`config.mk`:
```
export PLATFORM = sky130hd
export DESIGN_NAME = ccbc_reader
export DESIGN_NICKNAME = d
export VERILOG_FILES = /design/src/ccbc_pkg.sv /design/src/ccbc_reader.sv
export SDC_FILE = /design/constraint.sdc
export NUM_CORES = 1
export LEC_CHECK = 0
export BUFFER_PORTS_ARGS = -buffer_cell sky130_fd_sc_hd__buf_4
export CORE_MARGIN = 1.5
export CORE_UTILIZATION = 30
export CTS_CLUSTER_SIZE = 8
export DETAILED_ROUTE_END_ITERATION = 10
export PLACE_DENSITY = 0.51
export SYNTH_ARGS = -nofsm -noshare
export SYNTH_HDL_FRONTEND = slang
export SYNTH_SLANG_ARGS = --single-unit
```
`constraint.sdc`:
```
create_clock -name i_clk_sys -period 4.6 [get_ports i_clk_sys]
set_input_delay 0.46 -clock i_clk_sys [delete_from_list [all_inputs] [get_ports i_clk_sys]]
set_output_delay 0.46 -clock i_clk_sys [all_outputs]
set_load 0.02 [all_outputs]
```
`src/ccbc_pkg.sv`:
```
// constants and carrier types for the contactless card command sequencer (reader side)
package ccbc_pkg;

    // ==========================================================
    // clock and timing
    localparam int CLK_PERIOD_NS = 20;
    // authentication answer limit, both parts
    localparam int AUTH_TIMEOUT_US = 1000;
    // read, write part 1, value parts, set answer limit
    localparam int SHORT_TIMEOUT_US = 5000;
    // write part 2 and transfer answer limit
    localparam int LONG_TIMEOUT_US = 10000;
    // frame delay for n=9: (9*128+20)/13.56 MHz
    localparam int FDT_MIN_NS = 86430;
    // longest times round down, least times round up
    localparam int AUTH_TIMEOUT_CYC = AUTH_TIMEOUT_US * 1000 / CLK_PERIOD_NS;
    localparam int SHORT_TIMEOUT_CYC = SHORT_TIMEOUT_US * 1000 / CLK_PERIOD_NS;
    localparam int LONG_TIMEOUT_CYC = LONG_TIMEOUT_US * 1000 / CLK_PERIOD_NS;
    localparam int FDT_MIN_CYC = (FDT_MIN_NS + CLK_PERIOD_NS - 1) / CLK_PERIOD_NS;
    localparam int TMR_W = 20;

    // ==========================================================
    // opcodes and answer codes
    localparam logic [7:0] OP_AUTH_A = 8'h60;
    localparam logic [7:0] OP_AUTH_B = 8'h61;
    localparam logic [7:0] OP_READ = 8'h30;
    localparam logic [7:0] OP_WRITE = 8'ha0;
    localparam logic [7:0] OP_DEC = 8'hc0;
    localparam logic [7:0] OP_INC = 8'hc1;
    localparam logic [7:0] OP_RESTORE = 8'hc2;
    localparam logic [7:0] OP_TRANSFER = 8'hb0;
    localparam logic [3:0] ACK_CODE = 4'ha;

    // ==========================================================
    // frame lengths in bytes
    localparam int CNT_W = 5;
    localparam logic [4:0] HDR_BYTES = 5'h02;
    localparam logic [4:0] CHALLENGE_BYTES = 5'h04;
    localparam logic [4:0] READER_REPLY_BYTES = 5'h08;
    localparam logic [4:0] BLOCK_BYTES = 5'h10;
    localparam logic [4:0] OPERAND_BYTES = 5'h04;
    localparam logic [4:0] NO_BYTES = 5'h00;

    // ==========================================================
    // types
    typedef enum logic [2:0] {
        ST_IDLE = 3'h0,
        ST_SEND1 = 3'h1,
        ST_WAIT1 = 3'h3,
        ST_GAP = 3'h2,
        ST_SEND2 = 3'h6,
        ST_WAIT2 = 3'h7
    } ccbc_state_t;

    typedef enum logic [2:0] {
        RES_OK = 3'h0,
        RES_NAK = 3'h1,
        RES_TIMEOUT = 3'h2,
        RES_EARLY = 3'h3,
        RES_LENGTH = 3'h4
    } ccbc_res_t;

    typedef struct packed {
        logic [7:0] opcode;
        logic [7:0] addr;
        logic [127:0] payload;
    } ccbc_req_t;

    typedef struct packed {
        logic [7:0] data;
        logic last;
    } ccbc_tx_t;

    typedef struct packed {
        logic [7:0] data;
        logic nibble;
        logic last;
    } ccbc_rx_t;

endpackage

```
`src/ccbc_reader.sv`:
```
// reader-side sequencer for the card's block memory commands
`timescale 1ns/100ps

// Contract
// - auth starts with 60h (first key) or 61h (second key), address, CRC.
// - auth part one answers 4 challenge bytes; reader sends 8; card returns 4.
// - each auth answer within 1 ms, never before n=9; silence means timeout.
// - reader leaves at least the minimum frame delay between auth parts.
// - every memory command sends a one-byte address right after the opcode.
// - read answer no earlier than n=9, timeout after 5 ms.
// - write A0h: part one opcode and address, after ACK part two 16 bytes.
// - write answers within 5 ms and 10 ms, never before n=9.
// - reader leaves at least the minimum frame delay between write parts.
// - value operand is four signed bytes sent in part two.
// - value part two has no ACK; reader lets 5 ms timeout expire as success.
// - reader leaves at least the minimum frame delay between value parts.
// - value results stay in the buffer until a separate transfer.
// - reader's identity input to auth is the last cascade level identifier.
module ccbc_reader #(
    parameter int AUTH_TIMEOUT_CYC = ccbc_pkg::AUTH_TIMEOUT_CYC,
    parameter int SHORT_TIMEOUT_CYC = ccbc_pkg::SHORT_TIMEOUT_CYC,
    parameter int LONG_TIMEOUT_CYC = ccbc_pkg::LONG_TIMEOUT_CYC,
    parameter int FDT_MIN_CYC = ccbc_pkg::FDT_MIN_CYC
) (
    input wire logic i_clk_sys,                 // system clock, 50 MHz
    input wire logic i_srst,                    // synchronous reset, high
    input wire logic i_req_valid,               // command request
    input wire ccbc_pkg::ccbc_req_t i_req,      // opcode, address, payload
    output logic o_req_ready,                   // idle, request taken
    output logic o_tx_valid,                    // byte to send to the card
    output ccbc_pkg::ccbc_tx_t o_tx,            // byte and end of frame
    input wire logic i_tx_ready,                // framer takes the byte
    input wire logic i_rx_valid,                // frame item from the card
    input wire ccbc_pkg::ccbc_rx_t i_rx,        // byte or 4-bit code
    output logic o_done,                        // command finished, pulse
    output ccbc_pkg::ccbc_res_t o_result,       // outcome of the command
    output logic [127:0] o_rdata                // answer bytes
);
    localparam logic [19:0] LIM_AUTH = 20'(AUTH_TIMEOUT_CYC);
    localparam logic [19:0] LIM_SHORT = 20'(SHORT_TIMEOUT_CYC);
    localparam logic [19:0] LIM_LONG = 20'(LONG_TIMEOUT_CYC);
    localparam logic [19:0] LIM_EARLY = 20'(FDT_MIN_CYC);

    ccbc_pkg::ccbc_state_t st_q, st_d;
    ccbc_pkg::ccbc_req_t req_q;
    ccbc_pkg::ccbc_res_t res_q, res_d;
    logic [127:0] sh_q;
    logic [127:0] rdata_q;
    logic [4:0] cnt_q;
    logic [4:0] rcnt_q;
    logic [4:0] exp_bytes;
    logic [4:0] part2_len;
    logic [19:0] tmr_q;
    logic [19:0] lim;
    logic done_q, fin;
    logic is_auth, is_val, is_write, two_part;
    logic tx_fire, waiting, tmo, early, val_p2;

    // ==========================================================
    // command decode
    // both key selections are authentication
    assign is_auth = (req_q.opcode == ccbc_pkg::OP_AUTH_A) || (req_q.opcode == ccbc_pkg::OP_AUTH_B);
    // increment, decrement and restore share one sequence
    assign is_val = (req_q.opcode == ccbc_pkg::OP_INC) || (req_q.opcode == ccbc_pkg::OP_DEC)
        || (req_q.opcode == ccbc_pkg::OP_RESTORE);
    assign is_write = req_q.opcode == ccbc_pkg::OP_WRITE;
    // transfer is its own single-part command, never chained here
    assign two_part = is_auth || is_val || is_write;

    always_comb begin
        part2_len = ccbc_pkg::OPERAND_BYTES;
        if (is_auth) begin
            part2_len = ccbc_pkg::READER_REPLY_BYTES;
        end else if (is_write) begin
            part2_len = ccbc_pkg::BLOCK_BYTES;
        end
    end

    logic is_read;
    logic is_xfer;
    logic rx_byte;
    logic rx_last;
    logic ack_seen;
    logic cnt_ok;
    logic [19:0] tmr_d;
    logic [19:0] quiet_q;
    logic [127:0] sh_d;
    logic [127:0] pl_q;
    ccbc_pkg::ccbc_tx_t tx_q;

    assign is_read = req_q.opcode == ccbc_pkg::OP_READ;
    assign is_xfer = req_q.opcode == ccbc_pkg::OP_TRANSFER;
    assign waiting = (st_q == ccbc_pkg::ST_WAIT1) || (st_q == ccbc_pkg::ST_WAIT2);
    assign val_p2 = (st_q == ccbc_pkg::ST_WAIT2) && is_val;
    assign rx_byte = waiting && i_rx_valid && !i_rx.nibble;
    assign rx_last = waiting && i_rx_valid && i_rx.last;
    assign ack_seen = i_rx.nibble && (i_rx.data[3:0] == ccbc_pkg::ACK_CODE);
    assign cnt_ok = (exp_bytes != ccbc_pkg::NO_BYTES) && !i_rx.nibble
        && ((rcnt_q + 5'h01) == exp_bytes);
    assign tx_fire = o_tx_valid && i_tx_ready;

    // ==========================================================
    // answer limits and expected answer length
    always_comb begin
        lim = LIM_SHORT;
        exp_bytes = ccbc_pkg::NO_BYTES;
        if (is_auth) begin
            // both auth answers share the short auth limit
            lim = LIM_AUTH;
            exp_bytes = ccbc_pkg::CHALLENGE_BYTES;
        end else if (st_q == ccbc_pkg::ST_WAIT1) begin
            // a read answer is a whole block
            if (is_read) begin
                exp_bytes = ccbc_pkg::BLOCK_BYTES;
            end
            if (is_xfer) begin
                lim = LIM_LONG;
            end
        end else if (is_write) begin
            // write part two gets the long limit
            lim = LIM_LONG;
        end
    end

    // silence past the limit, or an answer too soon
    assign tmo = waiting && (rcnt_q == 5'h00) && !i_rx_valid && (tmr_q >= lim);
    assign early = waiting && i_rx_valid && (tmr_q < LIM_EARLY);

    // ==========================================================
    // sequencing
    always_comb begin
        st_d = st_q;
        res_d = res_q;
        fin = 1'b0;
        unique case (st_q)
            ccbc_pkg::ST_IDLE: begin
                if (i_req_valid) begin
                    st_d = ccbc_pkg::ST_SEND1;
                end
            end
            ccbc_pkg::ST_SEND1: begin
                if (tx_fire && o_tx.last) begin
                    st_d = ccbc_pkg::ST_WAIT1;
                end
            end
            ccbc_pkg::ST_WAIT1, ccbc_pkg::ST_WAIT2: begin
                if (early) begin
                    fin = 1'b1;
                    res_d = ccbc_pkg::RES_EARLY;
                end else if (tmo) begin
                    fin = 1'b1;
                    // value part two is never answered, silence is success
                    res_d = val_p2 ? ccbc_pkg::RES_OK : ccbc_pkg::RES_TIMEOUT;
                end else if (rx_last) begin
                    if (i_rx.nibble && !ack_seen) begin
                        fin = 1'b1;
                        res_d = ccbc_pkg::RES_NAK;
                    end else if (ack_seen ? (exp_bytes == ccbc_pkg::NO_BYTES) : cnt_ok) begin
                        // part two only after part one is answered
                        if ((st_q == ccbc_pkg::ST_WAIT1) && two_part) begin
                            st_d = ccbc_pkg::ST_GAP;
                        end else begin
                            fin = 1'b1;
                            res_d = ccbc_pkg::RES_OK;
                        end
                    end else begin
                        fin = 1'b1;
                        res_d = ccbc_pkg::RES_LENGTH;
                    end
                end
            end
            ccbc_pkg::ST_GAP: begin
                // hold off part two for the least frame delay
                if (tmr_q >= (LIM_EARLY - 20'h00001)) begin
                    st_d = ccbc_pkg::ST_SEND2;
                end
            end
            ccbc_pkg::ST_SEND2: begin
                if (tx_fire && o_tx.last) begin
                    st_d = ccbc_pkg::ST_WAIT2;
                end
            end
            default: begin
                st_d = ccbc_pkg::ST_IDLE;
            end
        endcase
        if (fin) begin
            st_d = ccbc_pkg::ST_IDLE;
        end
    end

    always_ff @(posedge i_clk_sys) begin
        if (i_srst) begin
            st_q <= ccbc_pkg::ST_IDLE;
            res_q <= ccbc_pkg::RES_OK;
            done_q <= 1'b0;
        end else begin
            st_q <= st_d;
            res_q <= res_d;
            done_q <= fin;
        end
    end

    always_ff @(posedge i_clk_sys) begin
        if (i_srst) begin
            req_q <= '0;
        end else if (o_req_ready && i_req_valid) begin
            req_q <= i_req;
        end
    end

    // ==========================================================
    // timer and counters, restarted on every state change
    always_comb begin
        tmr_d = tmr_q + 20'h00001;
        if ((st_d != st_q) || (st_q == ccbc_pkg::ST_IDLE)) begin
            tmr_d = '0;
        end else if (tmr_q == 20'hfffff) begin
            tmr_d = tmr_q;
        end
    end

    always_ff @(posedge i_clk_sys) begin
        if (i_srst) begin
            tmr_q <= '0;
        end else begin
            tmr_q <= tmr_d;
        end
    end

    always_ff @(posedge i_clk_sys) begin
        if (i_srst || (st_d != st_q)) begin
            cnt_q <= '0;
            rcnt_q <= '0;
        end else begin
            if (tx_fire) begin
                cnt_q <= cnt_q + 5'h01;
            end
            if (rx_byte) begin
                rcnt_q <= rcnt_q + 5'h01;
            end
        end
    end

    // ==========================================================
    // transmit path: the byte on the link always comes from a flop
    always_ff @(posedge i_clk_sys) begin
        if (i_srst) begin
            tx_q <= '0;
            pl_q <= '0;
        end else if (o_req_ready && i_req_valid) begin
            tx_q <= {i_req.opcode, 1'b0};
            // caller builds the reply from the last cascade identifier
            pl_q <= i_req.payload;
        end else if ((st_q == ccbc_pkg::ST_GAP) && (st_d == ccbc_pkg::ST_SEND2)) begin
            // part two bytes come from the top of the payload
            tx_q <= {pl_q[127:120], part2_len == 5'h01};
            pl_q <= {pl_q[119:0], 8'h00};
        end else if (tx_fire && (st_q == ccbc_pkg::ST_SEND1) && !o_tx.last) begin
            // address byte right after the opcode
            tx_q <= {req_q.addr, 1'b1};
        end else if (tx_fire && (st_q == ccbc_pkg::ST_SEND2)) begin
            tx_q <= {pl_q[127:120], (cnt_q + 5'h02) == part2_len};
            pl_q <= {pl_q[119:0], 8'h00};
        end
    end

    assign o_req_ready = st_q == ccbc_pkg::ST_IDLE;
    assign o_tx_valid = (st_q == ccbc_pkg::ST_SEND1) || (st_q == ccbc_pkg::ST_SEND2);
    assign o_tx = tx_q;

    // ==========================================================
    // receive path
    assign sh_d = rx_byte ? {sh_q[119:0], i_rx.data} : sh_q;

    always_ff @(posedge i_clk_sys) begin
        if (i_srst) begin
            sh_q <= '0;
            rdata_q <= '0;
        end else begin
            sh_q <= o_req_ready ? '0 : sh_d;
            if (fin) begin
                rdata_q <= sh_d;
            end
        end
    end

    assign o_done = done_q;
    assign o_result = res_q;
    assign o_rdata = rdata_q;

    // ==========================================================
    // checks; quiet time counted apart from the sequencer's timer
    always_ff @(posedge i_clk_sys) begin
        if (i_srst || i_rx_valid) begin
            quiet_q <= '0;
        end else if (quiet_q != 20'hfffff) begin
            quiet_q <= quiet_q + 20'h00001;
        end
    end
endmodule

```
After elaboration in Yosys (flattened, before gate mapping)
Index checks and enable logic that the tools add are counted.
Widths: inputs -> output; s select.
Cells by class
  $add $sub $neg: 4
  $lt $le $gt $ge: 3
  equality and inequality tests: 22
  mux-type cells: 45
  reductions and logical operators: 47
Operators by type and width (count)
  $mux 128: 5
  $mux 3: 17
  $eq 8x8->1 const B: 5
  $mux 20: 2
  $mux 19: 2
  $mux 9: 4
  $mux 5: 5
  $add 20x1->20 const B: 1
  $eq 20x20->1 const B: 1
  $ge 20x13->1 const B: 1
  $ge 20x20->1: 1
  $logic_and 1x1->1: 20
  $lt 20x13->1 const B: 1
  $eq 8x7->1 const B: 2
  $pmux 3 s5: 1
  $add 5x1->5 const B: 2
  $eq 5x5->1: 2
  $logic_not 5->1: 2
  $eq 3x3->1 const B: 3
  $logic_or 1x1->1: 9
  $reduce_bool 3->1: 3
  $eq 8x6->1 const B: 1
  $mux 1: 8
  $reduce_or 2->1: 4
  15 further kinds: 19
Storage, ports and cells
  register bits: 446
  input port bits: 159
  output and inout bits: 143
  word-level logic and storage cells: 134

Depth between registers and ports, before layout
  depth in word-level cells: 19
  gate-level depth with buffers: 16

Least setup slack after synthesis
OpenSTA, ideal clock, no wires.
  path kind: reg2reg
  from: reg req_q[139] (netlist name)
  to: reg rdata_q[63], in the netlist o_rdata[63]
  data arrival time: 3.871 ns
  setup slack: 0.644 ns
  cell stages (with the launch flop): 16
  path buffers: 3
  cell sequence: dfxtp_1 > or4b_1 > or4b_1 > nand3b_1 > inv_1 > nor2_1 > ha_1 > a21oi_1 > nand2_1 > a2111oi_0 > o21ai_2 > a21o_1 > buf_4 > buf_6 > buf_2 > a211oi_1
Between the ends
  cells in the longest elaborated chain, start to end: 14
  elaborated cells on any way between the ends: 36
  classes of those cells: order compare: 1; eq/ne: 9; mux: 15; reduce/logical: 11
RTL lines
  from (decl): line ccbc_reader.sv:45  | ccbc_pkg::ccbc_req_t req_q;
  from (signal assigned): line ccbc_reader.sv:208  | req_q <= i_req;
  branches (longest 11 deep; another with $ge 20x20->1)
  $mux 1 *: line ccbc_reader.sv:150  | end else if (tmo) begin
  $mux 1 *: line ccbc_reader.sv:147  | if (early) begin
  $mux 1 *: line ccbc_reader.sv:135  | unique case (st_q)
  to (signal assigned): line ccbc_reader.sv:279  | rdata_q <= '0;
  to (signal assigned): line ccbc_reader.sv:283  | rdata_q <= sh_d;
  to (decl): line ccbc_reader.sv:48  | logic [127:0] rdata_q;
Mark *: on every way between the ends.
A chain may end at the register's enable or synchronous reset.

Final worst setup path
  from: reg req_q[139] (netlist name)
  to: reg rdata_q[126], in the netlist o_rdata[126]
Same word-level chain as after synthesis.

==> run metrics <==
outcome=complete, no violations; post-CTS setup buffer count=0; Worst Path Class, Setup=reg2reg; ys flop type=dfxtp_1; Synth Register Bits=around 450; Final Hold Viols=0; first-pass GRT wire length=89.2 mm; Net Sw Frac=0.238; Synth Area in XOR/XNOR=0.0129; Synth Area in Adders=0.0144; yosys warns=0; Final Wtd Congestion=about 0.82; post-cts sizing count=0; WP data required=~5100 ps; largest family of logic cells by synthesized area=compound AO/OA/AOI/OAI gates; proportion of synthesized area in mux cells=0.0798; number of CTS-inserted buffers=66; Antenna Cells=0; RSZ-0062 raised after global routing=no; FFs w/ async S/R, synth=0; Setup-failing EPs final=0; CTS tree=done; Max-cap violations=0; vias in the first global route=between 15000 and 20000; CTS clk-pin slew, worst paths=50 ps; skew final=roughly 29 ps; post-synthesis cell type count=59; # port buffers=about 300; Die Area=62500 um^2; WL final=57.2 mm; Worst-Margin Slew=approximately 1100 ps; wire per inst=between 15 and 20 um; Max clock buf depth=3; Worst VDD drop=around 0.27 mV; initial antenna violation count=1; CP max stage cell=or4b_1; ranking of synthesized cells by area=dfxtp_1, a211oi_1, mux2i_1; Min Clock Period, post-route=about 4300 ps; Pins Over Slew Limit=0; crit path DAT=about 4800 ps; Syn Std Cell Area=between 15000 and 20000 um^2; worst-case setup slack after placement=roughly 240 ps; Clock Latency Late Sink=590 ps; H-tree levels=3; part of the power in the clock network=0.491; Initial Util=0.303; sequential share of power=0.445; critical-path maximum fanout=65; CTS root buffer=clkbuf_16; delay-heaviest family, CP=simple AND/OR/NAND/NOR gates; clk sinks=446; f_max=0.230 GHz; Final HPWL DP=36.3 mm; Tot GR Track Use=0.177; Sw Pwr=roughly 0.0021 W; First-pass DRT Iterations=5; Site Rows=90; Synth Area in Compound Gates=0.196; gr ovfl total=0; buffer and inverter count on the worst path=3; initial drt markers=about 1000; crit-path cells=or4b_1 > or4b_1 > nand3b_1 > inv_1 > nor2_1 > ha_1 > nand4_1 > a311oi_1 > a2111oi_1 > buf_4 > o21ai_4 > buf_6 > a211oi_1 > a211oi_1; worst hold path class=in2reg; syn_nets=approximately 2200; Overall Power=0.00903 W; IO Pins=302; fraction of layout cells with a size suffix above 1=0.189; Post-synth top cells=dfxtp_1, nand2_1, nor2_1; Synth Area in Simple Gates=0.162; Via density=~5.2; largest net degree at the start of global routing=~150; min setup slack post-route=around 250 ps; Util after Layout=0.382; crit end category=flip-flop; syn avg cell area=9.05 um^2; antenna viol nets, final=0; residual DRC count=0; power density cells=392 nW/um^2; Setup TNS=0 ps; register area share after synthesis=0.488; Post-Syn Instances=around 2000; top-area cell type share of the netlist area=0.488; combinational power share=0.064; hold-fix buffers at CTS=0; crit path launch type=flip-flop; crit-path max cell delay=about 600 ps; Tcrit/Tclk final=0.945; vias post-DR=around 16000; internal power=approximately 0.0069 W; core region area=60400 um^2; die width=250 um; die height=~250 um; cell taking the most area after synthesis=dfxtp_1; Post-synth EDFFs=0; Area Growth Syn to Fin=25.8%; Rel. slew slack=0.238; Pleak=7.92 nW; nets=~2400; most numerous cell in the Yosys netlist=dfxtp_1
## kinds of logic after synthesis
| family | Yosys count |
|---|---|
| buffers and inverters | 209 |
| muxes | 146 |
| adders and majority gates | 21 |
| and+or+nand+nor | 708 |
| AOI/OAI and AO/OA | 467 |
| xor gates and xnor gates | 27 |
| DFF | 446 |
## state kept, by name, indices dropped and copies added (netlist names), 3 cells and up
| register | flops |
|---|---|
| cnt_q | 5 |
| tmr_q | 20 |
| req_q | 16 |
| st_q | 3 |
| o_result | 3 |
| o_tx | 9 |
| pl_q | 128 |
| o_rdata | 128 |
| rcnt_q | 5 |
| sh_q | 128 |
## tightest hold or removal path, delay by kind of cell
family / cells / cell delay [ps]
buffers and inverters: 1 / 80
and+or+nand+nor: 1 / 80
AOI/OAI and AO/OA: 1 / 60
## metal layers
metal,routed length [um],part of all wire,GRT usage,vias to the layer above
met5,12,0.00021,0,-
met3,4460,0.078,0.0579,83
met4,1320,0.023,0.0551,2
met2,26000,0.46,0.282,440
met1,25400,0.44,0.227,7530
li1,-,-,-,7708
## area by class of cell
type,instances,area [um^2]
clock inverters,7,148
well taps,782,978
multi-input cells,1370,8580
repair buffers,328,2630
flip-flops and latches,446,8930
fillers,6174,37300
inverters,15,56.3
clock buffers,72,1710
## final timing paths
check                                             start                         to  slack (ps)  cells past startpoint
worst max-delay path            req_q[139]$_SDFFE_PP0P_  o_rdata[126]$_SDFFE_PP0N_         250                     14
worst min register to register  req_q[134]$_SDFFE_PP0P_    req_q[134]$_SDFFE_PP0P_         450                      2
worst min-delay path                           i_req[3]       pl_q[3]$_SDFFE_PP0P_         120                      3
worst max register to register  req_q[139]$_SDFFE_PP0P_  o_rdata[126]$_SDFFE_PP0N_         250                     14
## power groups by stage
stage	registers, W	logic, W	clock network [W]
final	0.00402	0.000576	0.00443
after global routing	0.00402	0.000642	0.00473
after CTS	0.00402	0.000586	0.00457
after detailed placement	0.00409	0.000585	0
after global placement	0.00409	0.000578	0
after floorplan	0.00409	0.000336	0
## cells in the final DEF (no fill, tap or decap), drive strengths merged, types with 10 or more instances in the layout
master / count
nand3: 22
xor2: 18
buf: 327
nor4: 33
o21ai: 22
mux2i: 146
nand4: 10
a311oi: 123
inv: 16
ha: 21
dfxtp: 446
a211oi: 261
nor3: 13
nor2: 284
nand2: 304
a21oi: 27
clkbuf: 73
## stage by stage
stage / std cells / hold WS (ps) / cell area [um^2]
after floorplan: 2024 / 436 / 18300
after global placement: 2939 / 444 / 21100
after detailed placement: 2939 / 451 / 21100
after CTS: 3018 / 88.6 / 23000
after global routing: 3020 / 104 / 23000
final: 3020 / 120 / 23000
No activity file was read; power rests on OpenSTA's default activity.
